==> config.mk <==
export PLATFORM = sky130hd
export DESIGN_NAME = slsts_sequencer
export DESIGN_NICKNAME = d
export VERILOG_FILES = /design/src/rtl/slsts_skid_buf.v /design/src/rtl/slsts_pass_pulse.v /design/src/rtl/slsts_sequencer.v
export VERILOG_INCLUDE_DIRS = /design/src /design/src/include
export SDC_FILE = /design/constraint.sdc
export NUM_CORES = 1
export LEC_CHECK = 0
export BUFFER_PORTS_ARGS = -buffer_cell sky130_fd_sc_hd__buf_2
export CORE_MARGIN = 5
export CORE_UTILIZATION = 45
export CTS_CLUSTER_SIZE = 16
export DETAILED_ROUTE_END_ITERATION = 7
export GPL_TIMING_DRIVEN = 1
export PLACE_DENSITY = 0.74
export REMOVE_ABC_BUFFERS = 1
export SETUP_SLACK_MARGIN = 0.15
export SYNTH_ARGS = -nofsm -noshare
export SYNTH_HDL_FRONTEND = slang
export SYNTH_SLANG_ARGS = --single-unit
export TNS_END_PERCENT = 10
==> constraint.sdc <==
create_clock -name clk_in -period 3.06 [get_ports clk_in]
set_input_delay 0.153 -clock clk_in [delete_from_list [all_inputs] [get_ports clk_in]]
set_output_delay 0.153 -clock clk_in [all_outputs]
set_load 0.005 [all_outputs]
==> src/include/slsts_regs.vh <==
`ifndef SLSTS_REGS_VH
`define SLSTS_REGS_VH

// Two-wire control port: 7-bit target address, arbitrary default
`define SLSTS_I2C_ADDR        7'h2C

// Register offsets
`define SLSTS_REG_CTRL        8'h24
`define SLSTS_REG_ERRCNT      8'h25

// Reset values and control write mask
`define SLSTS_CTRL_RESET      8'h00
`define SLSTS_ERRCNT_RESET    8'h00
`define SLSTS_CTRL_WMASK      8'h0F

// Control register field positions
`define SLSTS_CTRL_REGMODE    0
`define SLSTS_CTRL_EN         1
`define SLSTS_CTRL_CLKSEL_LO  2
`define SLSTS_CTRL_CLKSEL_HI  3

// Test clock source codes
`define SLSTS_CLKSEL_EXT      2'h0
`define SLSTS_CLKSEL_50M      2'h1
`define SLSTS_CLKSEL_25M      2'h2
`define SLSTS_CLKSEL_12M5     2'h3

// Timing
`define SLSTS_CLK_PERIOD_NS   100
`define SLSTS_WAKE_RETRY_NS   100000
`define SLSTS_WAKE_RETRY_CYC  (`SLSTS_WAKE_RETRY_NS / `SLSTS_CLK_PERIOD_NS)
`define SLSTS_PASS_LOW_CYC    4'h1
`define SLSTS_PASS_GAP_CYC    4'h1

`endif

==> src/rtl/slsts_skid_buf.v <==
`timescale 1ns/1ps
module slsts_skid_buf #(
  parameter WIDTH = 13,
  parameter DEPTH = 2
) (
  input  wire             clk_in,
  input  wire             rst_in,
  input  wire             in_valid_in,
  input  wire [WIDTH-1:0] in_data_in,
  output wire             in_ready_out,
  output wire             out_valid_out,
  output wire [WIDTH-1:0] out_data_out,
  input  wire             out_ready_in
);
  localparam [1:0] DEPTH_C = DEPTH[1:0];

  reg [WIDTH-1:0] mem_q [0:DEPTH-1];
  reg             wr_q;
  reg             rd_q;
  reg [1:0]       cnt_q;
  reg [1:0]       cnt_d;
  reg             ready_q;
  reg             valid_q;
  wire            push;
  wire            pop;

  assign push          = in_valid_in & ready_q;
  assign pop           = valid_q & out_ready_in;
  assign in_ready_out  = ready_q;
  assign out_valid_out = valid_q;
  assign out_data_out  = mem_q[rd_q];

  always @* begin
    cnt_d = cnt_q;
    if (push && !pop) begin
      cnt_d = cnt_q + 2'h1;
    end else if (pop && !push) begin
      cnt_d = cnt_q - 2'h1;
    end
  end

  always @(posedge clk_in) begin
    if (rst_in) begin
      wr_q    <= 1'b0;
      rd_q    <= 1'b0;
      cnt_q   <= 2'h0;
      ready_q <= 1'b1;
      valid_q <= 1'b0;
    end else begin
      if (push) begin
        mem_q[wr_q] <= in_data_in;
        wr_q        <= ~wr_q;
      end
      if (pop) begin
        rd_q <= ~rd_q;
      end
      cnt_q   <= cnt_d;
      ready_q <= (cnt_d != DEPTH_C);
      valid_q <= (cnt_d != 2'h0);
    end
  end
endmodule // slsts_skid_buf

==> src/rtl/slsts_pass_pulse.v <==
`timescale 1ns/1ps
`include "slsts_regs.vh"
module slsts_pass_pulse #(
  parameter [3:0] LOW_CYC = `SLSTS_PASS_LOW_CYC,
  parameter [3:0] GAP_CYC = `SLSTS_PASS_GAP_CYC
) (
  input  wire clk_in,
  input  wire rst_in,
  input  wire fire_in,
  output wire ready_out,
  output wire low_out
);
  reg [3:0] cnt_q;
  reg       low_q;
  reg       busy_q;

  assign ready_out = ~busy_q;
  assign low_out   = low_q;

  // Gap after each low keeps back-to-back errored frames countable
  always @(posedge clk_in) begin
    if (rst_in) begin
      cnt_q  <= 4'h0;
      low_q  <= 1'b0;
      busy_q <= 1'b0;
    end else if (fire_in && !busy_q) begin
      low_q  <= 1'b1;
      busy_q <= 1'b1;
      cnt_q  <= LOW_CYC - 4'h1;
    end else if (busy_q) begin
      if (cnt_q != 4'h0) begin
        cnt_q <= cnt_q - 4'h1;
      end else if (low_q) begin
        low_q <= 1'b0;
        cnt_q <= GAP_CYC - 4'h1;
      end else begin
        busy_q <= 1'b0;
      end
    end
  end
endmodule // slsts_pass_pulse

==> src/rtl/slsts_sequencer.v <==
`timescale 1ns/1ps
`include "slsts_regs.vh"
// Summary of operation
// - Enable pin high starts self-test and puts the serializer into test too.
// - Select code 00 external clock, 01 50 MHz, 10 25 MHz, 11 12.5 MHz.
// - Pins control test by default; control register takes over when chosen.
// - Sleeping serializer is woken by a back-channel command first.
// - Serializer sends the switching pattern; deserializer expects it.
// - Both in test and locked: pass pin goes high, checking begins.
// - Each frame with payload errors drives the pass pin low briefly, then high.
// - Every errored frame gives its own separate countable low pulse.
// - Enable pin low ends the test; checking stops.
// - Pass pin need not keep the final result after the test.
// - Errored frames are counted in a readable register kept after test.
// - Error count is read over the two-wire control port.
// - After the test the link returns to normal video transport.
module slsts_sequencer #(
  parameter DW        = 12,
  parameter WAKE_CYC  = `SLSTS_WAKE_RETRY_CYC,
  parameter [6:0] DEV_ADDR = `SLSTS_I2C_ADDR
) (
  input  wire          clk_in,
  input  wire          rst_in,
  input  wire          selftest_enable_pin_in,
  input  wire          test_clock_select_lo_in,
  input  wire          test_clock_select_hi_in,
  input  wire          lock_in,
  input  wire          ser_awake_in,
  input  wire          ser_test_ack_in,
  input  wire          rx_valid_in,
  input  wire [DW-1:0] rx_data_in,
  input  wire          rx_frame_end_in,
  output wire          rx_ready_out,
  input  wire          scl_in,
  input  wire          sda_in,
  output wire          sda_out,
  output wire          sda_oe_n_out,
  output wire          pass_out,
  output wire          bc_wake_out,
  output wire          ser_test_req_out,
  output wire [1:0]    test_clock_sel_out,
  output wire          int_osc_en_out,
  output wire          video_valid_out,
  output wire [DW-1:0] video_data_out,
  output wire          video_frame_end_out
);
  localparam [2:0] S_IDLE  = 3'h0;
  localparam [2:0] S_WAKE  = 3'h1;
  localparam [2:0] S_ENTER = 3'h2;
  localparam [2:0] S_LOCK  = 3'h3;
  localparam [2:0] S_CHECK = 3'h4;
  localparam [2:0] S_EXIT  = 3'h5;

  localparam [2:0] I_IDLE  = 3'h0;
  localparam [2:0] I_ADDR  = 3'h1;
  localparam [2:0] I_AACK  = 3'h2;
  localparam [2:0] I_PTR   = 3'h3;
  localparam [2:0] I_WACK  = 3'h4;
  localparam [2:0] I_WDATA = 3'h5;
  localparam [2:0] I_RDATA = 3'h6;
  localparam [2:0] I_RACK  = 3'h7;

  localparam integer WAKE_M1_I = WAKE_CYC - 1;
  localparam [15:0]  WAKE_M1   = WAKE_M1_I[15:0];

  // Sequencer state
  reg [2:0]    st_q;
  reg [15:0]   tmr_q;
  reg          wake_q;
  reg          req_q;
  reg          pass_lvl_q;
  reg          pass_q;
  reg [1:0]    csel_q;
  reg          osc_q;
  reg [7:0]    errcnt_q;
  reg [7:0]    ctrl_q;

  // Checker state
  reg          synced_q;
  reg [DW-1:0] expect_q;
  reg          frm_err_q;

  // Video path
  reg          vvalid_q;
  reg [DW-1:0] vdata_q;
  reg          vend_q;

  // Two-wire slave state
  reg [2:0]    ist_q;
  reg          scl_q;
  reg          sda_q;
  reg [7:0]    sh_q;
  reg [3:0]    bc_q;
  reg [7:0]    ptr_q;
  reg          rw_q;
  reg          nack_q;
  reg          oe_n_q;
  reg          sda_o_q;
  reg [7:0]    rd_byte;

  wire          en;
  wire [1:0]    csel;
  wire          buf_valid;
  wire [DW:0]   buf_data;
  wire          buf_ready;
  wire          buf_in_ready;
  wire          pulse_ready;
  wire          pulse_low;
  wire          word_ok;
  wire          word_end;
  wire          take_check;
  wire          fire;
  wire          scl_rise;
  wire          scl_fall;
  wire          i_start;
  wire          i_stop;
  wire          reg_wr;

  // Register mode overrides pins only when software selects it
  assign en   = ctrl_q[`SLSTS_CTRL_REGMODE] ? ctrl_q[`SLSTS_CTRL_EN] :
                selftest_enable_pin_in;
  assign csel = ctrl_q[`SLSTS_CTRL_REGMODE] ?
                {ctrl_q[`SLSTS_CTRL_CLKSEL_HI], ctrl_q[`SLSTS_CTRL_CLKSEL_LO]} :
                {test_clock_select_hi_in, test_clock_select_lo_in};

  slsts_skid_buf #(
    .WIDTH (DW + 1),
    .DEPTH (2)
  ) u_buf (
    .clk_in        (clk_in),
    .rst_in        (rst_in),
    .in_valid_in   (rx_valid_in),
    .in_data_in    ({rx_frame_end_in, rx_data_in}),
    .in_ready_out  (buf_in_ready),
    .out_valid_out (buf_valid),
    .out_data_out  (buf_data),
    .out_ready_in  (buf_ready)
  );

  slsts_pass_pulse u_pulse (
    .clk_in    (clk_in),
    .rst_in    (rst_in),
    .fire_in   (fire),
    .ready_out (pulse_ready),
    .low_out   (pulse_low)
  );

  // Frame end waits for the pulse generator so no pulse is merged
  assign buf_ready  = !(st_q == S_CHECK && buf_data[DW] && !pulse_ready);
  assign take_check = (st_q == S_CHECK) && lock_in && buf_valid &&
                      buf_ready;
  assign word_ok    = !synced_q || (buf_data[DW-1:0] == expect_q);
  assign word_end   = buf_data[DW];
  assign fire       = take_check && word_end && (frm_err_q || !word_ok);

  always @(posedge clk_in) begin
    if (rst_in) begin
      synced_q  <= 1'b0;
      expect_q  <= {DW{1'b0}};
      frm_err_q <= 1'b0;
    end else if (take_check) begin
      // Pattern inverts every bit from one word to the next
      synced_q  <= 1'b1;
      expect_q  <= ~buf_data[DW-1:0];
      frm_err_q <= word_end ? 1'b0 : (frm_err_q || !word_ok);
    end else if (st_q != S_CHECK || !lock_in) begin
      // Partial frame across a lock loss is dropped, not judged
      synced_q  <= 1'b0;
      frm_err_q <= 1'b0;
    end
  end

  // Normal transport only outside a test session
  always @(posedge clk_in) begin
    if (rst_in) begin
      vvalid_q <= 1'b0;
      vdata_q  <= {DW{1'b0}};
      vend_q   <= 1'b0;
    end else begin
      vvalid_q <= (st_q == S_IDLE) && buf_valid;
      if ((st_q == S_IDLE) && buf_valid) begin
        vdata_q <= buf_data[DW-1:0];
        vend_q  <= buf_data[DW];
      end
    end
  end

  always @(posedge clk_in) begin
    if (rst_in) begin
      st_q       <= S_IDLE;
      tmr_q      <= 16'h0000;
      wake_q     <= 1'b0;
      req_q      <= 1'b0;
      pass_lvl_q <= 1'b0;
      pass_q     <= 1'b0;
      csel_q     <= `SLSTS_CLKSEL_EXT;
      osc_q      <= 1'b0;
      errcnt_q   <= `SLSTS_ERRCNT_RESET;
    end else begin
      wake_q <= 1'b0;
      pass_q <= pass_lvl_q && !pulse_low;
      csel_q <= csel;
      osc_q  <= (st_q != S_IDLE) && (csel != `SLSTS_CLKSEL_EXT);
      if (fire && errcnt_q != 8'hFF) begin
        errcnt_q <= errcnt_q + 8'h01;
      end
      case (st_q)
        S_IDLE: begin
          if (en) begin
            errcnt_q <= `SLSTS_ERRCNT_RESET;
            tmr_q    <= WAKE_M1;
            if (ser_awake_in) begin
              st_q <= S_ENTER;
            end else begin
              wake_q <= 1'b1;
              st_q   <= S_WAKE;
            end
          end
        end
        S_WAKE: begin
          if (!en) begin
            st_q <= S_EXIT;
          end else if (ser_awake_in) begin
            st_q <= S_ENTER;
          end else if (tmr_q == 16'h0000) begin
            // Command may be lost while the far end powers up
            wake_q <= 1'b1;
            tmr_q  <= WAKE_M1;
          end else begin
            tmr_q <= tmr_q - 16'h0001;
          end
        end
        S_ENTER: begin
          req_q <= 1'b1;
          if (!en) begin
            st_q <= S_EXIT;
          end else if (ser_test_ack_in) begin
            st_q <= S_LOCK;
          end
        end
        S_LOCK: begin
          if (!en) begin
            st_q <= S_EXIT;
          end else if (lock_in && ser_test_ack_in) begin
            pass_lvl_q <= 1'b1;
            st_q       <= S_CHECK;
          end
        end
        S_CHECK: begin
          if (!en) begin
            st_q <= S_EXIT;
          end else if (!lock_in) begin
            st_q <= S_LOCK;
          end
        end
        S_EXIT: begin
          req_q      <= 1'b0;
          pass_lvl_q <= 1'b0;
          if (!ser_test_ack_in) begin
            st_q <= S_IDLE;
          end
        end
        default: begin
          st_q <= S_IDLE;
        end
      endcase
    end
  end

  // Two-wire slave; inputs are sampled on the system clock
  assign scl_rise = scl_in && !scl_q;
  assign scl_fall = !scl_in && scl_q;
  assign i_start  = scl_in && scl_q && sda_q && !sda_in;
  assign i_stop   = scl_in && scl_q && !sda_q && sda_in;
  assign reg_wr   = scl_fall && (ist_q == I_WDATA) && (bc_q == 4'h8) &&
                    (ptr_q == `SLSTS_REG_CTRL);

  always @* begin
    rd_byte = 8'h00;
    if (ptr_q == `SLSTS_REG_CTRL) begin
      rd_byte = ctrl_q;
    end else if (ptr_q == `SLSTS_REG_ERRCNT) begin
      rd_byte = errcnt_q;
    end
  end

  always @(posedge clk_in) begin
    if (rst_in) begin
      ctrl_q <= `SLSTS_CTRL_RESET;
    end else if (reg_wr) begin
      ctrl_q <= sh_q & `SLSTS_CTRL_WMASK;
    end
  end

  always @(posedge clk_in) begin
    if (rst_in) begin
      ist_q   <= I_IDLE;
      scl_q   <= 1'b1;
      sda_q   <= 1'b1;
      sh_q    <= 8'h00;
      bc_q    <= 4'h0;
      ptr_q   <= 8'h00;
      rw_q    <= 1'b0;
      nack_q  <= 1'b0;
      oe_n_q  <= 1'b1;
      sda_o_q <= 1'b0;
    end else begin
      scl_q <= scl_in;
      sda_q <= sda_in;
      if (i_start) begin
        ist_q  <= I_ADDR;
        bc_q   <= 4'h0;
        oe_n_q <= 1'b1;
      end else if (i_stop) begin
        ist_q  <= I_IDLE;
        oe_n_q <= 1'b1;
      end else if (scl_rise) begin
        if (ist_q == I_ADDR || ist_q == I_PTR || ist_q == I_WDATA) begin
          sh_q <= {sh_q[6:0], sda_in};
          bc_q <= bc_q + 4'h1;
        end else if (ist_q == I_RACK) begin
          nack_q <= sda_in;
        end
      end else if (scl_fall) begin
        case (ist_q)
          I_ADDR: begin
            if (bc_q == 4'h8) begin
              if (sh_q[7:1] == DEV_ADDR) begin
                rw_q   <= sh_q[0];
                oe_n_q <= 1'b0;
                ist_q  <= I_AACK;
              end else begin
                ist_q <= I_IDLE;
              end
            end
          end
          I_AACK: begin
            bc_q <= 4'h1;
            if (rw_q) begin
              sh_q   <= {rd_byte[6:0], 1'b0};
              oe_n_q <= rd_byte[7];
              ist_q  <= I_RDATA;
            end else begin
              bc_q   <= 4'h0;
              oe_n_q <= 1'b1;
              ist_q  <= I_PTR;
            end
          end
          I_PTR: begin
            if (bc_q == 4'h8) begin
              ptr_q  <= sh_q;
              oe_n_q <= 1'b0;
              ist_q  <= I_WACK;
            end
          end
          I_WDATA: begin
            if (bc_q == 4'h8) begin
              ptr_q  <= ptr_q + 8'h01;
              oe_n_q <= 1'b0;
              ist_q  <= I_WACK;
            end
          end
          I_WACK: begin
            bc_q   <= 4'h0;
            oe_n_q <= 1'b1;
            ist_q  <= I_WDATA;
          end
          I_RDATA: begin
            if (bc_q == 4'h8) begin
              oe_n_q <= 1'b1;
              ptr_q  <= ptr_q + 8'h01;
              ist_q  <= I_RACK;
            end else begin
              oe_n_q <= sh_q[7];
              sh_q   <= {sh_q[6:0], 1'b0};
              bc_q   <= bc_q + 4'h1;
            end
          end
          I_RACK: begin
            if (!nack_q) begin
              sh_q   <= {rd_byte[6:0], 1'b0};
              oe_n_q <= rd_byte[7];
              bc_q   <= 4'h1;
              ist_q  <= I_RDATA;
            end else begin
              ist_q <= I_IDLE;
            end
          end
          default: begin
            oe_n_q <= 1'b1;
          end
        endcase
      end
    end
  end

  assign rx_ready_out        = buf_in_ready;
  assign sda_out             = sda_o_q;
  assign sda_oe_n_out        = oe_n_q;
  assign pass_out            = pass_q;
  assign bc_wake_out         = wake_q;
  assign ser_test_req_out    = req_q;
  assign test_clock_sel_out  = csel_q;
  assign int_osc_en_out      = osc_q;
  assign video_valid_out     = vvalid_q;
  assign video_data_out      = vdata_q;
  assign video_frame_end_out = vend_q;
endmodule // slsts_sequencer

==> metrics <==
CTS tree=yes; fin crit period=2510 ps; GRT met3 Usage=0.0569; startpoint types=flip-flop; cts bufs inserted=17; Syn Area/Cell=9.17 um2; Setup crit end=tmr_q[10]; DRT antenna net count=0; All-Layer GR Usage=0.177; max-cap violation count=0; ys async rst share=0; Slew Limit Fails=0; detailed placement HPWL=9690 um; Die W=129 um; Final Cycle Share=0.822; met1 Track Usage GR=0.216; leakage power=2.80 nW; nets=783; critical path required time=3360 ps; total gr overflow=0; ratio of cells with drive above 1 in the final layout=0.139; Synth area leader=dfxtp_1; worst-skew pair later-pin latency=420 ps; Reg2Reg Depth=9; reg2reg end=tmr_q[10]; TNS Setup=0 ps; Hold Fails Final Rpt=0; crit path from=tmr_q[0]; vias in the first global route=5143; total die area=16700 um2; antenna violations before repair=1; final wirelength=14200 um; Design Power=5.54 mW; crit path max fanout=12; First-pass DRT Iterations=5; GRT busiest layer=met2; Synth cell types=68; post-CTS setup buffers=0; Design Area, Final=7460 um2; Pint=3.74 mW; initial DRC count=317; IO buf count=45; outcome=finished clean; number of synthesized flops with an enable pin=26; post-place setup slack=560 ps; Via density=5.71; Worst slew margin=0.145; post-route clock skew=9.21 ps; Placement Cell Area=6780 um2; area grow syn2layout=17.0%; number of remaining DRC errors=0; Starting Density=0.459; Switch Pwr=1.80 mW; unrepaired setup endpoints after global routing=false; GP Congestion=0.869; Max H-tree Level=4; CTS Buffer Depth=2; hold_ws=23.2 ps; # setup viols final=0; reg2reg setup slack=550 ps; power share of the sequential group=0.411; clock share of power=0.338; Hold Crit Class=in -> reg; CP arrival=2810 ps; Sink Count=133; post-synthesis sequential area ratio=0.458; Worst Path Class, Setup=reg -> reg; row count=43; Cell Area, Synth=6380 um2; PwrDens=743 nW/um2; routed vias=5375; drt wl/cell=15.1 um; Clock transition at path regs=60 ps; Comb power frac=0.251; Root Driver=clkbuf_16; Sw Share=0.325; actual slew at the worst max-slew pin=1280 ps; Antenna diodes=0; Cells after Synth=695; peak supply drop=0.000528 V; met2 Usage GRT=0.288; Die Y-Extent=129 um; fmax=398 MHz; Critical Path Sink Type=flip-flop; synthesized flop and latch total=133; Final WS setup=546 ps; # IOs=47; Synthesis Warnings=0; share of the synthesized area in the top cell type=0.336; largest net degree at the start of global routing=33; Hold-fix buffers, CTS=14; largest cells by area after synthesis=dfxtp_1, edfxtp_1, mux2i_1, nor2_1, a21oi_1; commonest register cell after synthesis=dfxtp_1; Post-CTS Resized=0; core area=13900 um2; global-route wire length before repair=23900 um; Worst R2R Start=tmr_q[0]
-- area by class of cell --
type	instances	area (um2)
Fill cell	1257	6420
Multi-Input combinational cell	498	3210
Sequential cell	133	2920
Timing Repair Buffer	72	463
Clock buffer	20	437
Tap cell	180	225
Clock inverter	12	106
Inverter	26	97.6
-- flip-flops by register name, summed over array words and instances (netlist names), 2 cells and up, named ones only --
name,cells
errcnt_q,8
ctrl_q,4
video_data_out,12
test_clock_sel_out,2
ptr_q,8
ist_q,3
u_buf.cnt_q,2
tmr_q,16
st_q,3
u_buf.mem_q,26
bc_q,4
expect_q,12
u_pulse.cnt_q,4
sh_q,8
-- power by group through the flow --
stage / sequential [mW] / clock, mW / combinational (mW)
after floorplan: 2.28 / 0 / 0.917
after global placement: 2.29 / 0 / 1.31
after detailed placement: 2.30 / 0 / 1.37
after CTS: 2.27 / 1.91 / 1.40
after global routing: 2.31 / 1.99 / 1.56
final: 2.28 / 1.87 / 1.39
-- per-layer routing --
metal | wire length, um | vias up
li1 | - | 2646
met1 | 6370 | 2545
met2 | 6680 | 145
met3 | 753 | 37
met4 | 357 | 2
met5 | 13 | -
-- logic make-up (layout without fill, tap and decap cells) --
family,after synthesis,count (layout),share of synthesized area
xor+xnor,19,19,0.0261
mux,45,45,0.0710
fa+ha+maj,11,11,0.0216
compound gates,179,179,0.187
simple gates,243,243,0.196
buf+inv,64,130,0.0390
other cells,1,1,0.000588
flops,133,133,0.458
-- metrics by stage --
| step | util | cells |
|---|---|---|
| final | 0.537 | 941 |
| after global routing | 0.537 | 941 |
| after CTS | 0.537 | 941 |
| after detailed placement | 0.488 | 895 |
| after global placement | 0.488 | 895 |
| after floorplan | - | 657 |
-- worst max-delay path, cell delays in order, from the launching register on --
cell	delay, ps
dfxtp_1	350
inv_1	110
ha_1	150
or4b_2	580
o41ai_1	370
nor3_1	250
buf_4	240
nor2b_1	130
o21ai_0	150
a21oi_1	70
-- synth_stat cells (all sizes together), types with 20 or more instances --
| master | instances |
|---|---|
| edfxtp | 26 |
| inv | 26 |
| clkbuf | 31 |
| dfxtp | 107 |
| nand2 | 39 |
| nor2 | 82 |
| nor3 | 21 |
| nand3 | 20 |
| a21oi | 49 |
| a211oi | 24 |
| mux2i | 43 |
| o21ai | 28 |
-- worst min-delay path by stage --
| stage | start | to | cells past startpoint |
|---|---|---|---|
| after floorplan | rst_in | ptr_q[0] | 1 |
| after global placement | rx_frame_end_in | u_buf.mem_q[1][12] | 1 |
| after detailed placement | rx_data_in[9] | u_buf.mem_q[1][9] | 1 |
| after CTS | ser_awake_in | bc_wake_out | 2 |
| after global routing | ser_awake_in | bc_wake_out | 2 |
| final | test_clock_select_lo_in | test_clock_sel_out[0] | 3 |
-- placed cells by master (no fill, tap or decap), types with 11 or more instances in the layout --
cell type	n
inv_1	26
buf_4	13
mux2i_1	43
a211oi_1	24
ha_1	11
xor2_1	15
nor3_1	21
a21oi_1	49
nand2b_1	15
edfxtp_1	26
dfxtp_1	107
clkbuf_16	17
nand3_1	20
dlygate4sd3_1	14
o21ai_0	26
nand2_1	39
buf_2	45
nor2_1	82
a311oi_1	12
No activity file was read; power rests on OpenSTA's default activity.
